### src/pkg/psr_cfg.svh
// register offsets, field positions, reset values and widths for psr
`ifndef PSR_CFG_SVH
`define PSR_CFG_SVH
`define PSR_ADDR_W 7
`define PSR_DATA_W 8
`define PSR_OFS_WIDEBAND 7'h13
`define PSR_OFS_GAIN 7'h14
`define PSR_OFS_RXPATH 7'h16
`define PSR_OFS_CAL 7'h17
`define PSR_OFS_TXSLOT 7'h20
`define PSR_OFS_RATE 7'h22
`define PSR_OFS_RESULT 7'h25
`define PSR_BIT_WIDEBAND 0
`define PSR_BIT_BOOST 7
`define PSR_BIT_RXPATH 6
`define PSR_BIT_CAL 5
`define PSR_BIT_EDGE 7
`define PSR_BIT_RATE 7
`define PSR_RST_BIT 1'b0
`define PSR_RST_GAIN 2'h0
`define PSR_RST_SLOT 7'h00
`define PSR_RST_OFS 3'h0
`define PSR_RST_RESULT 8'h00
`define PSR_SLOT_BITS 8
`define PSR_CNT_W 11
`define PSR_SPI_BITS 16
`endif

### src/pkg/psr_pkg.sv
// types shared by the psr configuration block
package psr_pkg;
    typedef struct packed {
        logic edge_rise;
        logic [6:0] slot;
        logic [2:0] bit_ofs;
    } psr_tx_place_t;
    typedef struct packed {
        logic off_hook_control;
        logic dc_loop_enable;
        logic nominal_mode_enable;
    } psr_line_ctl_t;
endpackage

### src/core/psr_top.sv
// serial-port register bank with pcm transmit slot placement
`timescale 1ns/100ps
`include "psr_cfg.svh"
// Function
// RULE1: calibrate only if enabled and line controls low
// RULE2: host clears calibration before raising line controls
// RULE3: host avoids calibration in linear mode
// RULE4: wideband select picks 8 or 16 kHz
// RULE5: rate enable uses same 8/16 kHz coding
// RULE6: host sets rate enable before wideband select
// RULE7: bit offset delays transmit 0 to 7 clocks
// RULE8: edge select chooses falling or rising launch
// RULE9: seven-bit slot number selects transmit slot
// RULE10: frame holds up to 128 eight-bit slots
// RULE11: write-only boost bit raises transmit level
// RULE12: first bit at eight times slot plus offset
module psr_top import psr_pkg::*; #(
    parameter int SAMPLE_W = 8
) (
    input wire logic clock_i,
    input wire logic rst_i,
    input wire logic spi_sclk_i,
    input wire logic spi_cs_n_i,
    input wire logic spi_mosi_i,
    output logic spi_miso_o,
    output logic spi_miso_oe_o,
    input wire logic pcm_clk_i,
    input wire logic pcm_fsync_i,
    output logic pcm_tx_o,
    output logic pcm_tx_oe_o,
    input wire logic [SAMPLE_W-1:0] tx_sample_i,
    input wire psr_line_ctl_t line_ctl_i,
    input wire logic [7:0] cal_result_i,
    input wire logic cal_result_valid_i,
    output logic cal_active_o,
    output logic rate_16k_o,
    output logic rate_enable_o,
    output logic tx_level_boost_o,
    output logic rx_path_on_o,
    output logic [1:0] rx_analog_gain_o
);

    ////////////////////////////////////////////////////////////////////////
    // pin synchronisers: stage one is read only by stage two
    // every pin here is asynchronous to clock_i; two stages cost a few
    // cycles of latency but keep metastable values away from the logic
    logic [1:0] sclk_s_r, cs_s_r, mosi_s_r, pclk_s_r, fs_s_r;
    logic sclk_d_r, pclk_d_r;
    always_ff @(posedge clock_i or posedge rst_i) begin
        if (rst_i) begin
            sclk_s_r <= 2'h0;
            cs_s_r <= 2'h3;
            mosi_s_r <= 2'h0;
            pclk_s_r <= 2'h0;
            fs_s_r <= 2'h0;
            sclk_d_r <= 1'b0;
            pclk_d_r <= 1'b0;
        end else begin
            sclk_s_r <= {sclk_s_r[0], spi_sclk_i};
            cs_s_r <= {cs_s_r[0], spi_cs_n_i};
            mosi_s_r <= {mosi_s_r[0], spi_mosi_i};
            pclk_s_r <= {pclk_s_r[0], pcm_clk_i};
            fs_s_r <= {fs_s_r[0], pcm_fsync_i};
            sclk_d_r <= sclk_s_r[1];
            pclk_d_r <= pclk_s_r[1];
        end
    end

    // edge strobes from stage two against a delayed copy; the copies
    // reset to the idle low level so no false edge follows reset
    logic sclk_rise, sclk_fall, pclk_rise, pclk_fall, cs_n;
    assign sclk_rise = sclk_s_r[1] & ~sclk_d_r;
    assign sclk_fall = ~sclk_s_r[1] & sclk_d_r;
    assign pclk_rise = pclk_s_r[1] & ~pclk_d_r;
    assign pclk_fall = ~pclk_s_r[1] & pclk_d_r;
    assign cs_n = cs_s_r[1];

    ////////////////////////////////////////////////////////////////////////
    // register fields
    // boost has no read path: it is write-only and reads back as zero
    logic wideband_r, rate_en_r, boost_r, rxpath_r, cal_en_r;
    logic [1:0] gain_r;
    logic [7:0] result_r;
    psr_tx_place_t place_r;

    ////////////////////////////////////////////////////////////////////////
    // spi slave: rw bit, 7-bit address, 8 data bits, msb first
    // sclk must stay high and low for more than one cycle each, or
    // the synchroniser misses an edge and the frame slips by a bit
    logic [4:0] bit_cnt_r;
    logic [7:0] in_sr_r;
    logic [7:0] out_sr_r;
    logic [`PSR_ADDR_W-1:0] addr_r;
    logic rd_r;
    logic wr_stb;
    logic [7:0] wr_data;
    logic [7:0] in_nxt;
    assign in_nxt = {in_sr_r[6:0], mosi_s_r[1]};
    assign wr_stb = ~cs_n & sclk_rise & ~rd_r
                    & (bit_cnt_r == 5'(`PSR_SPI_BITS - 1));
    assign wr_data = in_nxt;

    // read mux; write-only and unmapped bits read as zero
    function automatic logic [7:0] rd_mux(input logic [6:0] a);
        logic [7:0] d;
        d = 8'h00;
        unique case (a)
            `PSR_OFS_WIDEBAND: d[`PSR_BIT_WIDEBAND] = wideband_r;
            `PSR_OFS_GAIN: d[1:0] = gain_r;
            `PSR_OFS_RXPATH: d[`PSR_BIT_RXPATH] = rxpath_r;
            `PSR_OFS_CAL: d[`PSR_BIT_CAL] = cal_en_r;
            `PSR_OFS_TXSLOT: d = {place_r.edge_rise, place_r.slot};
            `PSR_OFS_RATE: d = {rate_en_r, 4'h0, place_r.bit_ofs};
            `PSR_OFS_RESULT: d = result_r;
            default: d = 8'h00;
        endcase
        return d;
    endfunction

    // read word for the addressed register, taken at the first read fall
    logic [7:0] rd_word;
    always_comb begin
        rd_word = rd_mux(addr_r);
    end

    // shifter and bit counter; a raised select aborts the transfer
    // back-to-back frames are fine: the counter wraps after sixteen bits
    always_ff @(posedge clock_i or posedge rst_i) begin
        if (rst_i) begin
            bit_cnt_r <= 5'h00;
            in_sr_r <= 8'h00;
            addr_r <= 7'h00;
            rd_r <= 1'b0;
        end else if (cs_n) begin
            bit_cnt_r <= 5'h00;
            rd_r <= 1'b0;
        end else if (sclk_rise) begin
            in_sr_r <= in_nxt;
            if (bit_cnt_r == 5'd7) begin
                rd_r <= in_nxt[7];
                addr_r <= in_nxt[6:0];
            end
            if (bit_cnt_r != 5'(`PSR_SPI_BITS - 1))
                bit_cnt_r <= bit_cnt_r + 5'h01;
            else
                bit_cnt_r <= 5'h00;
        end
    end

    // read data loads after the address byte, shifts on falling sclk
    // miso is undriven between frames, so the host sees its own pull
    // level there and never a stale data bit
    always_ff @(posedge clock_i or posedge rst_i) begin
        if (rst_i) begin
            out_sr_r <= 8'h00;
            spi_miso_o <= 1'b0;
            spi_miso_oe_o <= 1'b0;
        end else if (cs_n) begin
            spi_miso_oe_o <= 1'b0;
            spi_miso_o <= 1'b0;
        end else if (sclk_fall) begin
            if (bit_cnt_r == 5'd8 && rd_r) begin
                spi_miso_o <= rd_word[7];
                out_sr_r <= {rd_word[6:0], 1'b0};
                spi_miso_oe_o <= 1'b1;
            end else if (bit_cnt_r > 5'd8 && rd_r) begin
                spi_miso_o <= out_sr_r[7];
                out_sr_r <= {out_sr_r[6:0], 1'b0};
            end else begin
                spi_miso_oe_o <= 1'b0;
            end
        end
    end

    ////////////////////////////////////////////////////////////////////////
    // host-written fields
    // only a complete frame writes: a select raised early clears the
    // bit counter, so no strobe fires and the old value stays
    always_ff @(posedge clock_i or posedge rst_i) begin
        if (rst_i) begin
            wideband_r <= `PSR_RST_BIT;
            rate_en_r <= `PSR_RST_BIT;
            boost_r <= `PSR_RST_BIT;
            rxpath_r <= `PSR_RST_BIT;
            cal_en_r <= `PSR_RST_BIT; // [RULE1]
            gain_r <= `PSR_RST_GAIN;
            place_r <= {`PSR_RST_BIT, `PSR_RST_SLOT, `PSR_RST_OFS};
        end else if (wr_stb) begin
            unique case (addr_r)
                `PSR_OFS_WIDEBAND:
                    wideband_r <= wr_data[`PSR_BIT_WIDEBAND]; // [RULE4]
                `PSR_OFS_GAIN: begin
                    gain_r <= wr_data[1:0];
                    boost_r <= wr_data[`PSR_BIT_BOOST]; // [RULE11]
                end
                `PSR_OFS_RXPATH: rxpath_r <= wr_data[`PSR_BIT_RXPATH];
                `PSR_OFS_CAL: cal_en_r <= wr_data[`PSR_BIT_CAL];
                `PSR_OFS_TXSLOT: begin
                    place_r.edge_rise <= wr_data[`PSR_BIT_EDGE]; // [RULE8]
                    place_r.slot <= wr_data[6:0]; // [RULE9]
                end
                `PSR_OFS_RATE: begin
                    rate_en_r <= wr_data[`PSR_BIT_RATE]; // [RULE5]
                    place_r.bit_ofs <= wr_data[2:0]; // [RULE7]
                end
                default: ;
            endcase
        end
    end

    ////////////////////////////////////////////////////////////////////////
    // calibration gate and result; a measurement beats a host write
    // line controls are same-clock levels: the gate closes one cycle
    // after any of them rises, and later measurements are dropped
    logic cal_gate;
    assign cal_gate = cal_en_r & ~line_ctl_i.off_hook_control
                      & ~line_ctl_i.dc_loop_enable
                      & ~line_ctl_i.nominal_mode_enable; // [RULE1]
    always_ff @(posedge clock_i or posedge rst_i) begin
        if (rst_i) begin
            result_r <= `PSR_RST_RESULT;
        end else if (cal_result_valid_i && cal_active_o) begin
            result_r <= cal_result_i; // [RULE1]
        end else if (wr_stb && addr_r == `PSR_OFS_RESULT) begin
            result_r <= wr_data;
        end
    end

    // registered control outputs
    // rate bits only leave the block: one sample per frame is sent even
    // in wideband mode, the faster framing lives outside this block
    always_ff @(posedge clock_i or posedge rst_i) begin
        if (rst_i) begin
            cal_active_o <= 1'b0;
            rate_16k_o <= 1'b0;
            rate_enable_o <= 1'b0;
            tx_level_boost_o <= 1'b0;
            rx_path_on_o <= 1'b0;
            rx_analog_gain_o <= 2'h0;
        end else begin
            cal_active_o <= cal_gate; // [RULE1]
            rate_16k_o <= wideband_r; // [RULE4]
            rate_enable_o <= rate_en_r; // [RULE5]
            tx_level_boost_o <= boost_r; // [RULE11]
            rx_path_on_o <= rxpath_r;
            rx_analog_gain_o <= gain_r;
        end
    end

    ////////////////////////////////////////////////////////////////////////
    // highway clock counter: a rising edge with sync high is clock 0;
    // it saturates so a missing sync never wraps into a false slot
    // sync is taken on the rising edge whatever the launch edge, and the
    // sample is captured there too, but a rising launch at slot 0 offset 0 sends its first bit from the previous word;
    // the widest start, slot 127 plus offset 7, fits the counter easily
    logic [`PSR_CNT_W-1:0] cnt_r, cnt_nxt, start_pos, pos;
    logic [SAMPLE_W-1:0] sample_r;
    logic [3:0] sent_r;
    logic launch;
    assign cnt_nxt = fs_s_r[1] ? '0 :
                     (&cnt_r ? cnt_r : cnt_r + 1'b1);
    assign start_pos = `PSR_CNT_W'(place_r.slot) * `PSR_CNT_W'(`PSR_SLOT_BITS)
                       + `PSR_CNT_W'(place_r.bit_ofs); // [RULE10] [RULE12]
    assign launch = place_r.edge_rise ? pclk_rise : pclk_fall; // [RULE8]
    assign pos = place_r.edge_rise ? cnt_nxt : cnt_r;

    always_ff @(posedge clock_i or posedge rst_i) begin
        if (rst_i) begin
            cnt_r <= '1;
            sample_r <= '0;
        end else if (pclk_rise) begin
            cnt_r <= cnt_nxt;
            if (fs_s_r[1])
                sample_r <= tx_sample_i; // sample held for the whole frame
        end
    end

    // transmit shifter: eight bits from start_pos, msb first
    // falling launch compares the count already held, rising launch the
    // count being loaded, so both modes start on the same clock index;
    // the enable drops at the ninth launch edge and frees the highway
    always_ff @(posedge clock_i or posedge rst_i) begin
        if (rst_i) begin
            pcm_tx_o <= 1'b0;
            pcm_tx_oe_o <= 1'b0;
            sent_r <= 4'h0;
        end else if (launch) begin
            if (pos == start_pos) begin
                pcm_tx_o <= sample_r[SAMPLE_W-1]; // [RULE12] [RULE7]
                pcm_tx_oe_o <= 1'b1;
                sent_r <= 4'h1;
            end else if (sent_r != 4'h0 && sent_r < 4'(`PSR_SLOT_BITS)) begin
                pcm_tx_o <= sample_r[SAMPLE_W-1-int'(sent_r)]; // [RULE9]
                sent_r <= sent_r + 4'h1;
            end else begin
                pcm_tx_o <= 1'b0;
                pcm_tx_oe_o <= 1'b0;
                sent_r <= 4'h0;
            end
        end
    end

endmodule

### config.mk
export PLATFORM = sky130hd
export DESIGN_NAME = psr_top
export DESIGN_NICKNAME = d
export VERILOG_FILES = /design/src/pkg/psr_pkg.sv /design/src/core/psr_top.sv
export VERILOG_INCLUDE_DIRS = /design/src /design/src/pkg
export SDC_FILE = /design/constraint.sdc
export NUM_CORES = 1
export LEC_CHECK = 0
export BUFFER_PORTS_ARGS = -buffer_cell sky130_fd_sc_hd__buf_2
export CORE_MARGIN = 1
export CORE_UTILIZATION = 62
export CTS_CLUSTER_SIZE = 30
export DETAILED_ROUTE_END_ITERATION = 10
export PLACE_DENSITY = 0.87
export SYNTH_ARGS = -nofsm -noshare
export SYNTH_HDL_FRONTEND = slang
export SYNTH_SLANG_ARGS = --single-unit
### constraint.sdc
create_clock -name clock_i -period 4.3 [get_ports clock_i]
set_input_delay 0.43 -clock clock_i [delete_from_list [all_inputs] [get_ports clock_i]]
set_output_delay 0.43 -clock clock_i [all_outputs]
set_load 0.005 [all_outputs]
Word level (Yosys, flattened, before mapping)
Index checks and enable logic that the tools add are counted.
{"block": "word_totals", "register_bits": 100, "latch_bits": 0, "mem_bits_rw": 0, "rom_bits": 0, "n_memories": 0}
{"block": "classes", "add_sub_neg": 5, "n_mul": 0, "div_mod_pow": 0, "magnitude_cmp": 3, "eq_ne": 14, "shifts": 0, "mux": 37, "bitwise_logic": 19, "n_reduce_logical": 27}
{"operator": "2-to-1 mux 11 bit", "n": 3}
{"operator": "2-to-1 mux 8 bit", "n": 4}
{"operator": "equality test 7 x 5 -> 1 bit (second input constant)", "n": 4}
{"operator": "AND reduction 2 bit", "n": 12}
{"operator": "equality test 7 x 6 -> 1 bit (second input constant)", "n": 3}
{"operator": "2-to-1 mux 1 bit", "n": 18}
{"operator": "2-to-1 mux 5 bit", "n": 3}
{"operator": "adder 10 x 3 -> 11 bit", "n": 1}
{"operator": "adder 11 x 1 -> 11 bit (second input constant)", "n": 1}
{"operator": "equality test 11 bit", "n": 1}
{"operator": "AND reduction 11 bit", "n": 1}
{"operator": "AND 1 bit", "n": 10}
{"operator": "equality test 5 x 4 -> 1 bit (second input constant)", "n": 2}
{"operator": "nonzero test 2 bit", "n": 5}
{"operator": "NOT 1 bit", "n": 9}
{"operator": "case mux 1 bit (3 select lines)", "n": 3}
{"operator": "case mux 3 bit (3 select lines)", "n": 1}
{"operator": "2-to-1 mux 4 bit", "n": 2}
{"operator": "AND reduction 3 bit", "n": 2}
{"operator": "adder 5 x 1 -> 5 bit (second input constant)", "n": 1}
{"operator": "equality test 5 x 3 -> 1 bit (second input constant)", "n": 1}
{"operator": "greater-than comparator 5 x 4 -> 1 bit (second input constant)", "n": 1}
{"operator": "logical AND 1 bit", "n": 5}
{"operator": "less-than comparator 5 bit (second input constant)", "n": 1}
{"operator": "other kinds (11)", "n": 11}

Depth between registers and ports, before layout
Gate-level depths: netlist of run 1.
{"block": "logic_depth", "ltp_word": 8, "depth_mapped": 10}

Worst setup path before layout of run 1
OpenSTA, ideal clock, no wires.
{"block": "synth_timing", "kind": "register to register", "startpoint": "register cnt_r[0]", "endpoint": "register pcm_tx_o", "arrival_time_ps": 2406, "required_time_ps": 4174, "setup_slack_ps": 1768, "stages_incl_launch_ff": 11, "synth_period_minus_slack_ps": 2532, "path_cell_list": "dfstp_2 > ha_1 > buf_4 > nand4_2 > buf_4 > nor4_1 > o31a_1 > o32ai_1 > a211o_1 > o31a_1 > a221o_1"}
{"block": "synth_via", "elab_chain_cells": 6, "word_cells_on_any_way": 7, "cone_classes": "1 x add/sub; 1 x eq/ne; 4 x mux; 1 x reduce/logical"}
{"element": "start: declaration", "line_no": "psr_top.sv:256", "source": "logic [`PSR_CNT_W-1:0] cnt_r, cnt_nxt, start_pos, pos;"}
{"element": "start signal: assignment", "line_no": "psr_top.sv:272", "source": "cnt_r <= cnt_nxt;"}
{"element": "adder 11 x 1 -> 11 bit or AND reduction 11 bit (tied branches)", "line_no": "psr_top.sv:261", "source": "(&cnt_r ? cnt_r : cnt_r + 1'b1);"}
{"element": "2-to-1 mux 11 bit", "line_no": "psr_top.sv:261"}
{"element": "2-to-1 mux 11 bit", "line_no": "psr_top.sv:260", "source": "assign cnt_nxt = fs_s_r[1] ? '0 :"}
{"element": "2-to-1 mux 11 bit (*)", "line_no": "psr_top.sv:265", "source": "assign pos = place_r.edge_rise ? cnt_nxt : cnt_r;"}
{"element": "equality test 11 bit (*)", "line_no": "psr_top.sv:288", "source": "if (pos == start_pos) begin"}
{"element": "2-to-1 mux 1 bit (*)", "line_no": "psr_top.sv:288"}
{"element": "end signal: assignment", "line_no": "psr_top.sv:289", "source": "pcm_tx_o <= sample_r[SAMPLE_W-1];"}
{"element": "end signal: assignment", "line_no": "psr_top.sv:293", "source": "pcm_tx_o <= sample_r[SAMPLE_W-1-int'(sent_r)];"}
{"element": "end: declaration", "line_no": "psr_top.sv:29", "source": "output logic pcm_tx_o,"}
Mark *: on every way between the ends. The rest lies on a longest branch, timed or not.
A chain may end at the register's enable or synchronous reset.

Final worst setup path of run 1
{"block": "layout_timing", "startpoint": "register cnt_r[1]", "endpoint": "register sent_r[1]"}
{"block": "layout_via", "elab_chain_cells": 6, "word_cells_on_any_way": 7, "cone_classes": "1 x add/sub; 1 x eq/ne; 4 x mux; 1 x reduce/logical"}
{"element": "adder 11 x 1 -> 11 bit or AND reduction 11 bit (tied branches)", "line_no": "psr_top.sv:261"}
{"element": "2-to-1 mux 11 bit", "line_no": "psr_top.sv:261"}
{"element": "2-to-1 mux 11 bit", "line_no": "psr_top.sv:260"}
{"element": "2-to-1 mux 11 bit (*)", "line_no": "psr_top.sv:265"}
{"element": "equality test 11 bit (*)", "line_no": "psr_top.sv:288"}
{"element": "2-to-1 mux 4 bit (*)", "line_no": "psr_top.sv:288"}
{"element": "end signal: assignment", "line_no": "psr_top.sv:294", "source": "sent_r <= sent_r + 4'h1;"}
{"element": "end: declaration", "line_no": "psr_top.sv:258", "source": "logic [3:0] sent_r;"}
Marks and branches as above.

==> results.json, run 1 <==
{
  "synth_cell_type_count": 67,
  "power.leakage_uw": 0.002474,
  "clk_latency_ps": 380,
  "drive_above_1_share": 0.2462,
  "die_x_um": 93.31,
  "totalWireLength_um": 12090,
  "start_util": 0.6553,
  "postCtsSetupBuffers": 0,
  "max_cap_viol_count": 0,
  "period_share": 0.7248,
  "vias": 4139,
  "syn_area_um2": 5169,
  "fin_ws_ps": 1183,
  "synthCells": 502,
  "finalHoldViolCount": 0,
  "crit_path_end_kind": "flip-flop",
  "first_pass_iters": 5,
  "fin_cells": 634,
  "max_slew_margin": 0.3394,
  "synthFlopType": "dfrtp_1",
  "setup_viol": 0,
  "power_density_nw_per_um2": 361.1,
  "hpwlAfterDp_um": 8437,
  "holdPathEnd": "cs_s_r[0]",
  "dpl_worst_slack_ps": 1228,
  "critPathMaxFanout": 11,
  "synth_nets": 534,
  "critical_path_required_ps": 4550,
  "cts_hold_buf": 0,
  "hp-class": "in2reg",
  "tns_ps": 0,
  "cts.sinks": 99,
  "grt_pass1_vias": 3985,
  "cts-root-buf": "clkbuf_8",
  "seq_area_frac_synth": 0.4824,
  "tightest_slew_ps": 988.8,
  "grt_busiest_layer": "met2",
  "cpPeakStageDelay_ps": 610,
  "clockBufferDepth": 2,
  "status": "finished clean",
  "cts_resized": 0,
  "crit_chain": "ha_1 -> nand4_2 -> nor4_2 -> o31a_1 -> o32ai_1 -> a211o_1 -> nor3_2 -> o22ai_1",
  "routedWlPerCell_um": 19.07,
  "dieArea_um2": 8706,
  "synth-edff-count": 0,
  "skew_ps": 15.38,
  "cts_tree": "yes",
  "fin_crit_ps": 3117,
  "row_count": 32,
  "synthArstFlopShare": 1.000,
  "cp_slowest_cell": "dfstp_2",
  "use_met1": 0.4107,
  "rr_startpoint": "cnt_r[1]",
  "worst_ep_arrival_time_ps": 3370,
  "grt_util_all_layers": 0.2983,
  "final_max_slew_viol_count": 0,
  "antenna_left": 0,
  "grt_util_met2": 0.4614,
  "num_antenna_cells": 0,
  "drt_iter0_drc": 396,
  "r2r_end": "sent_r[1]",
  "finalPower_uw": 2023,
  "hold_path_depth": 1,
  "dp.cells": 618,
  "overflow": 0,
  "numCtsBuffers": 9,
  "portBuffers": 37,
  "r2r_cells": 8,
  "grt_max_degree": 66,
  "gp_congestion": 0.9534,
  "io-pin-count": 38,
  "critical_path_class": "reg2reg",
  "final_util": 0.7103,
  "avgSynthCellArea_um2": 10.30,
  "route.detailed.drc": 0,
  "area_delta_synth_final_pct": 8.400,
  "worstHoldStart": "spi_cs_n_i",
  "nNetsFinal": 559,
  "antenna_found_initial": 0,
  "ys_ff_latch": 99,
  "design.core.area_um2": 7888,
  "grt_pass1_wl_um": 19750,
  "cp-start-kind": "flip-flop",
  "use_met3": 0.08211,
  "regToRegSetupSlack_ps": 1180,
  "grt_setup_unrepaired": "false",
  "path_clk_slew_ps": 120,
  "htree_num_levels": 3,
  "fmax_mhz": 320.9,
  "vias_per_cell": 6.528,
  "yosys_warnings": 0,
  "irDropWorstVdd_mv": 0.2562,
  "dieHeight_um": 93.31
}
==> per-layer routing <==
| layer | up-vias | share of wire |
|---|---|---|
| met4 | 0 | 0.019 |
| met2 | 175 | 0.47 |
| met1 | 2052 | 0.44 |
| met3 | 27 | 0.071 |
| li1 | 1885 | - |
| met5 | - | 0 |
==> layout by cell type (no fill, tap or decap), types with 3 or more instances in the layout <==
cell,count
buf_2,37
or3_1,4
nor4b_1,4
clkbuf_8,9
a21oi_1,26
a211o_1,3
nor3b_1,7
nor2_1,33
o32ai_1,4
o31a_1,4
dfrtp_1,86
a221oi_1,3
mux2i_1,17
a41oi_1,4
nor3_1,8
a311oi_1,3
o21ai_0,29
inv_1,18
nand2_1,49
dfstp_2,13
clkinv_8,3
ha_1,5
buf_4,4
and3_1,3
mux2_2,44
a31oi_1,6
a22oi_1,4
nand3_1,12
and2_1,5
nand2b_1,9
nor2b_1,7
nor4_1,9
nand4_1,7
==> worst max path at each step <==
stage,start,endpoint,slack [ps],cells after the start
floorplan,rst_i,addr_r[0],1300,1
global placement,cnt_r[0],pcm_tx_o,1300,8
detailed placement,cnt_r[0],sent_r[1],1230,8
CTS,cnt_r[1],sent_r[1],1220,8
global route,cnt_r[0],sent_r[1],980,8
finish,cnt_r[1],sent_r[1],1180,8
==> cell usage after synthesis (4+ instances only) <==
library cell,count,share of area
a21oi_1,26,0.025
a22oi_1,4,0.0058
a31oi_1,6,0.0073
a41oi_1,4,0.0068
and2_1,5,0.0061
buf_2,10,0.0097
buf_4,4,0.0058
clkbuf_1,12,0.0087
dfrtp_1,86,0.42
dfstp_2,13,0.066
ha_1,5,0.012
inv_1,19,0.014
mux2_2,44,0.096
mux2i_1,17,0.033
nand2_1,49,0.036
nand2b_1,9,0.011
nand3_1,12,0.012
nand4_1,7,0.0085
nor2_1,33,0.024
nor2b_1,7,0.0085
nor3_1,8,0.0077
nor3b_1,7,0.010
nor4_1,9,0.011
nor4b_1,4,0.0068
o21ai_0,29,0.028
o31a_1,4,0.0068
o32ai_1,4,0.0068
or3_1,4,0.0048
==> through the flow <==
step / cell area (µm²) / hold slack [ps]
detailed placement: 5385 / 335.8
floorplan: 5169 / 331.2
CTS: 5603 / 120.9
global placement: 5385 / 331.6
finish: 5603 / 132.1
global route: 5603 / 108.5
==> layout make-up <==
cell class	instances	area (µm²)
clock buffer	9	123.9
clock inverter	7	93.84
fill	567	2285
inverter	19	73.82
multi-input combinational	357	2475
sequential	99	2494
tap	102	127.6
timing repair buffer	41	215.2
==> power breakdown <==
| part | total (µW) | internal, µW | switching [µW] |
|---|---|---|---|
| Sequential | 1120 | 1010 | 106 |
| Combinational | 269 | 141 | 128 |
| Clock | 638 | 241 | 397 |
| Total | 2020 | 1390 | 631 |
==> state kept, by name, indices dropped and copies added, names as in the netlist, 2 cells and up <==
name and count:
cnt_r 11, place_r 11, result_r 8, sample_r 8, addr_r 7, in_sr_r 7, out_sr_r 7, bit_cnt_r 5
sent_r 4, cs_s_r 2, fs_s_r 2, gain_r 2, mosi_s_r 2, pclk_s_r 2, rx_analog_gain_o 2, sclk_s_r 2
==> critical path, delay by kind of cell, from the launching register on <==
kind                       cells  cell delay [ps]
AOI/OAI and AO/OA              4              740
adders and majority gates      1              330
DFF                            1              610
and+or+nand+nor                3             1320
==> cells by family after synthesis <==
family / Yosys count / share of synthesized area
flip-flops: 99 / 0.4824
AO/OA/AOI/OAI: 110 / 0.1416
multiplexers: 64 / 0.1397
buffers and inverters: 46 / 0.03873
AND/OR/NAND/NOR: 175 / 0.1803
XOR/XNOR: 3 / 0.005084
adder cells (fa/ha/maj): 5 / 0.01210
No activity file was read; power rests on OpenSTA's default activity.
==> inputs of run 2 (changes only) <==
- CORE_UTILIZATION: 62 -> 60
- PLACE_DENSITY: 0.87 -> 0.84
- clock period: 4.3 -> 2.9 ns (I/O delays scaled with it)
==> run 2 against run 1 <==
Sequential share of layout area fell by 1.4 points. Highest routed layer unchanged. Critical path type unchanged. Die area rose by 3.3%. Clock skew up 6.5 ps. Final area grew 3.2%.
==> results.json, run 2 (synthesis results as in run 1) <==
{
  "status": "finished clean",
  "clk_latency_ps": 380,
  "period_share": 0.9699,
  "grt_setup_unrepaired": "false",
  "vias_per_cell": 6.428,
  "grt_max_degree": 61,
  "htree_num_levels": 3,
  "dpl_cell_area_um2": 5529,
  "row_count": 33,
  "grt_pass1_vias": 3932,
  "vias": 4217,
  "irDropWorstVdd_mv": 0.4411,
  "antenna_found_initial": 0,
  "skew_ps": 21.85,
  "power_density_nw_per_um2": 512.1,
  "worst_ep_arrival_time_ps": 3100,
  "design.core.area_um2": 8258,
  "cts_tree": "yes",
  "overflow": 0,
  "drt_iter0_drc": 317,
  "startpoint": "cnt_r[1]",
  "setup_viol": 0,
  "drive_above_1_share": 0.2722,
  "power.leakage_uw": 0.002580,
  "area_delta_synth_final_pct": 11.84,
  "grt_util_all_layers": 0.2974,
  "critPathMaxFanout": 7,
  "first_pass_iters": 4,
  "hpwlAfterDp_um": 8899,
  "num_antenna_cells": 0,
  "whs_ps": 21.34,
  "dieArea_um2": 8990,
  "rr_startpoint": "cnt_r[1]",
  "max_cap_viol_count": 0,
  "finalHoldViolCount": 0,
  "cp-start-kind": "flip-flop",
  "route.detailed.drc": 0,
  "regToRegSetupSlack_ps": 90,
  "clockBufferDepth": 2,
  "antenna_left": 0,
  "hp-class": "in2async",
  "layout_common_cells": "dfrtp_1 (86), nand2_1 (49), mux2_2 (44)",
  "dieHeight_um": 94.82,
  "final_max_slew_viol_count": 0,
  "start_util": 0.6259,
  "numCtsBuffers": 9,
  "critical_path_required_ps": 3180,
  "portBuffers": 37,
  "tns_ps": 0,
  "tightest_slew_ps": 1046,
  "postCtsSetupBuffers": 0,
  "critical_path_class": "reg2reg",
  "use_met3": 0.05958,
  "r2r_end": "pcm_tx_o",
  "fin_area_um2": 5781,
  "die_x_um": 94.82,
  "grt_busiest_layer": "met1",
  "max_slew_margin": 0.3011,
  "totalWireLength_um": 12400,
  "reg_top3": "cnt_r (11), place_r (11)",
  "routedWlPerCell_um": 18.90,
  "grt_pass1_wl_um": 20120,
  "dp.cells": 638,
  "gp_congestion": 0.9578,
  "path_clk_slew_ps": 120,
  "io-pin-count": 38,
  "final_common_cell": "dfrtp_1",
  "cts-root-buf": "clkbuf_8",
  "fin_crit_ps": 2813,
  "fmax_mhz": 355.5,
  "use_met1": 0.4399,
  "crit_path_end_kind": "flip-flop",
  "cts.sinks": 99,
  "r2r_cells": 9,
  "fin_cells": 656,
  "grt_util_met2": 0.4347,
  "nNetsFinal": 578
}
==> run 2: cell count changes in the layout (fill, tap and decap cells not counted), sizes merged <==
| cell | before | now |
|---|---|---|
| clkinvlp | 0 | 1 |
| inv | 23 | 21 |
| clkinv | 3 | 4 |
| dlygate4sd3 | 0 | 2 |
| buf | 41 | 58 |
==> run 2: repair_timing <==
item	4_1_cts	5_1_grt
endpoints found under the hold margin	2	0
setup endpoints to repair	0	6
gates resized for setup	0	5
hold buffers	2	0
==> run 2: critical path, stage by stage, from the launching register on <==
cell and delay [ps]:
dfstp_2 610, ha_2 230, buf_4 150, and4_2 300, a311oi_1 140, nor4_1 310, o32ai_1 170, a211o_1 300
o31a_1 260, a221o_1 250
==> run 2: final cells by class <==
cell class,count,area [µm²]
multi-input combinational,357,2502
sequential,99,2494
fill,624,2477
timing repair buffer,60,375.4
tap,105,131.4
clock buffer,9,123.9
clock inverter,7,80.08
inverter,19,73.82
==> run 2: routing by layer <==
layer	up-vias	routed length [µm]	part of all wire
li1	1938	-	-
met1	2088	5590	0.45
met2	169	5749	0.46
met3	22	832	0.067
met4	0	224	0.018
met5	-	0	0
==> run 2: power by group <==
part           leakage (µW)  switching [µW]  internal, µW
Sequential          0.00127             149          1500
Combinational       0.00121             196           222
Clock             0.0000990             553           341
Total               0.00258             898          2060
==> run 2: stage by stage <==
step	utilization	total power, µW	setup slack [ps]
3_5_place_dp	0.6695	2079	141.4
5_1_grt	0.7000	3086	3.666
4_1_cts	0.6967	2966	148.7
2_1_floorplan	-	1921	41.09
3_3_place_gp	0.6695	2053	207.3
6_report	0.7000	2960	87.39
==> run 2: worst max path at each step <==
stage                           end  slack (ps)  cells past startpoint
after global routing       pcm_tx_o           4                      9
final                      pcm_tx_o          90                      9
after CTS                  pcm_tx_o         150                      9
after global placement     pcm_tx_o         210                      9
after detailed placement   pcm_tx_o         140                      8
after floorplan           addr_r[0]          40                      1
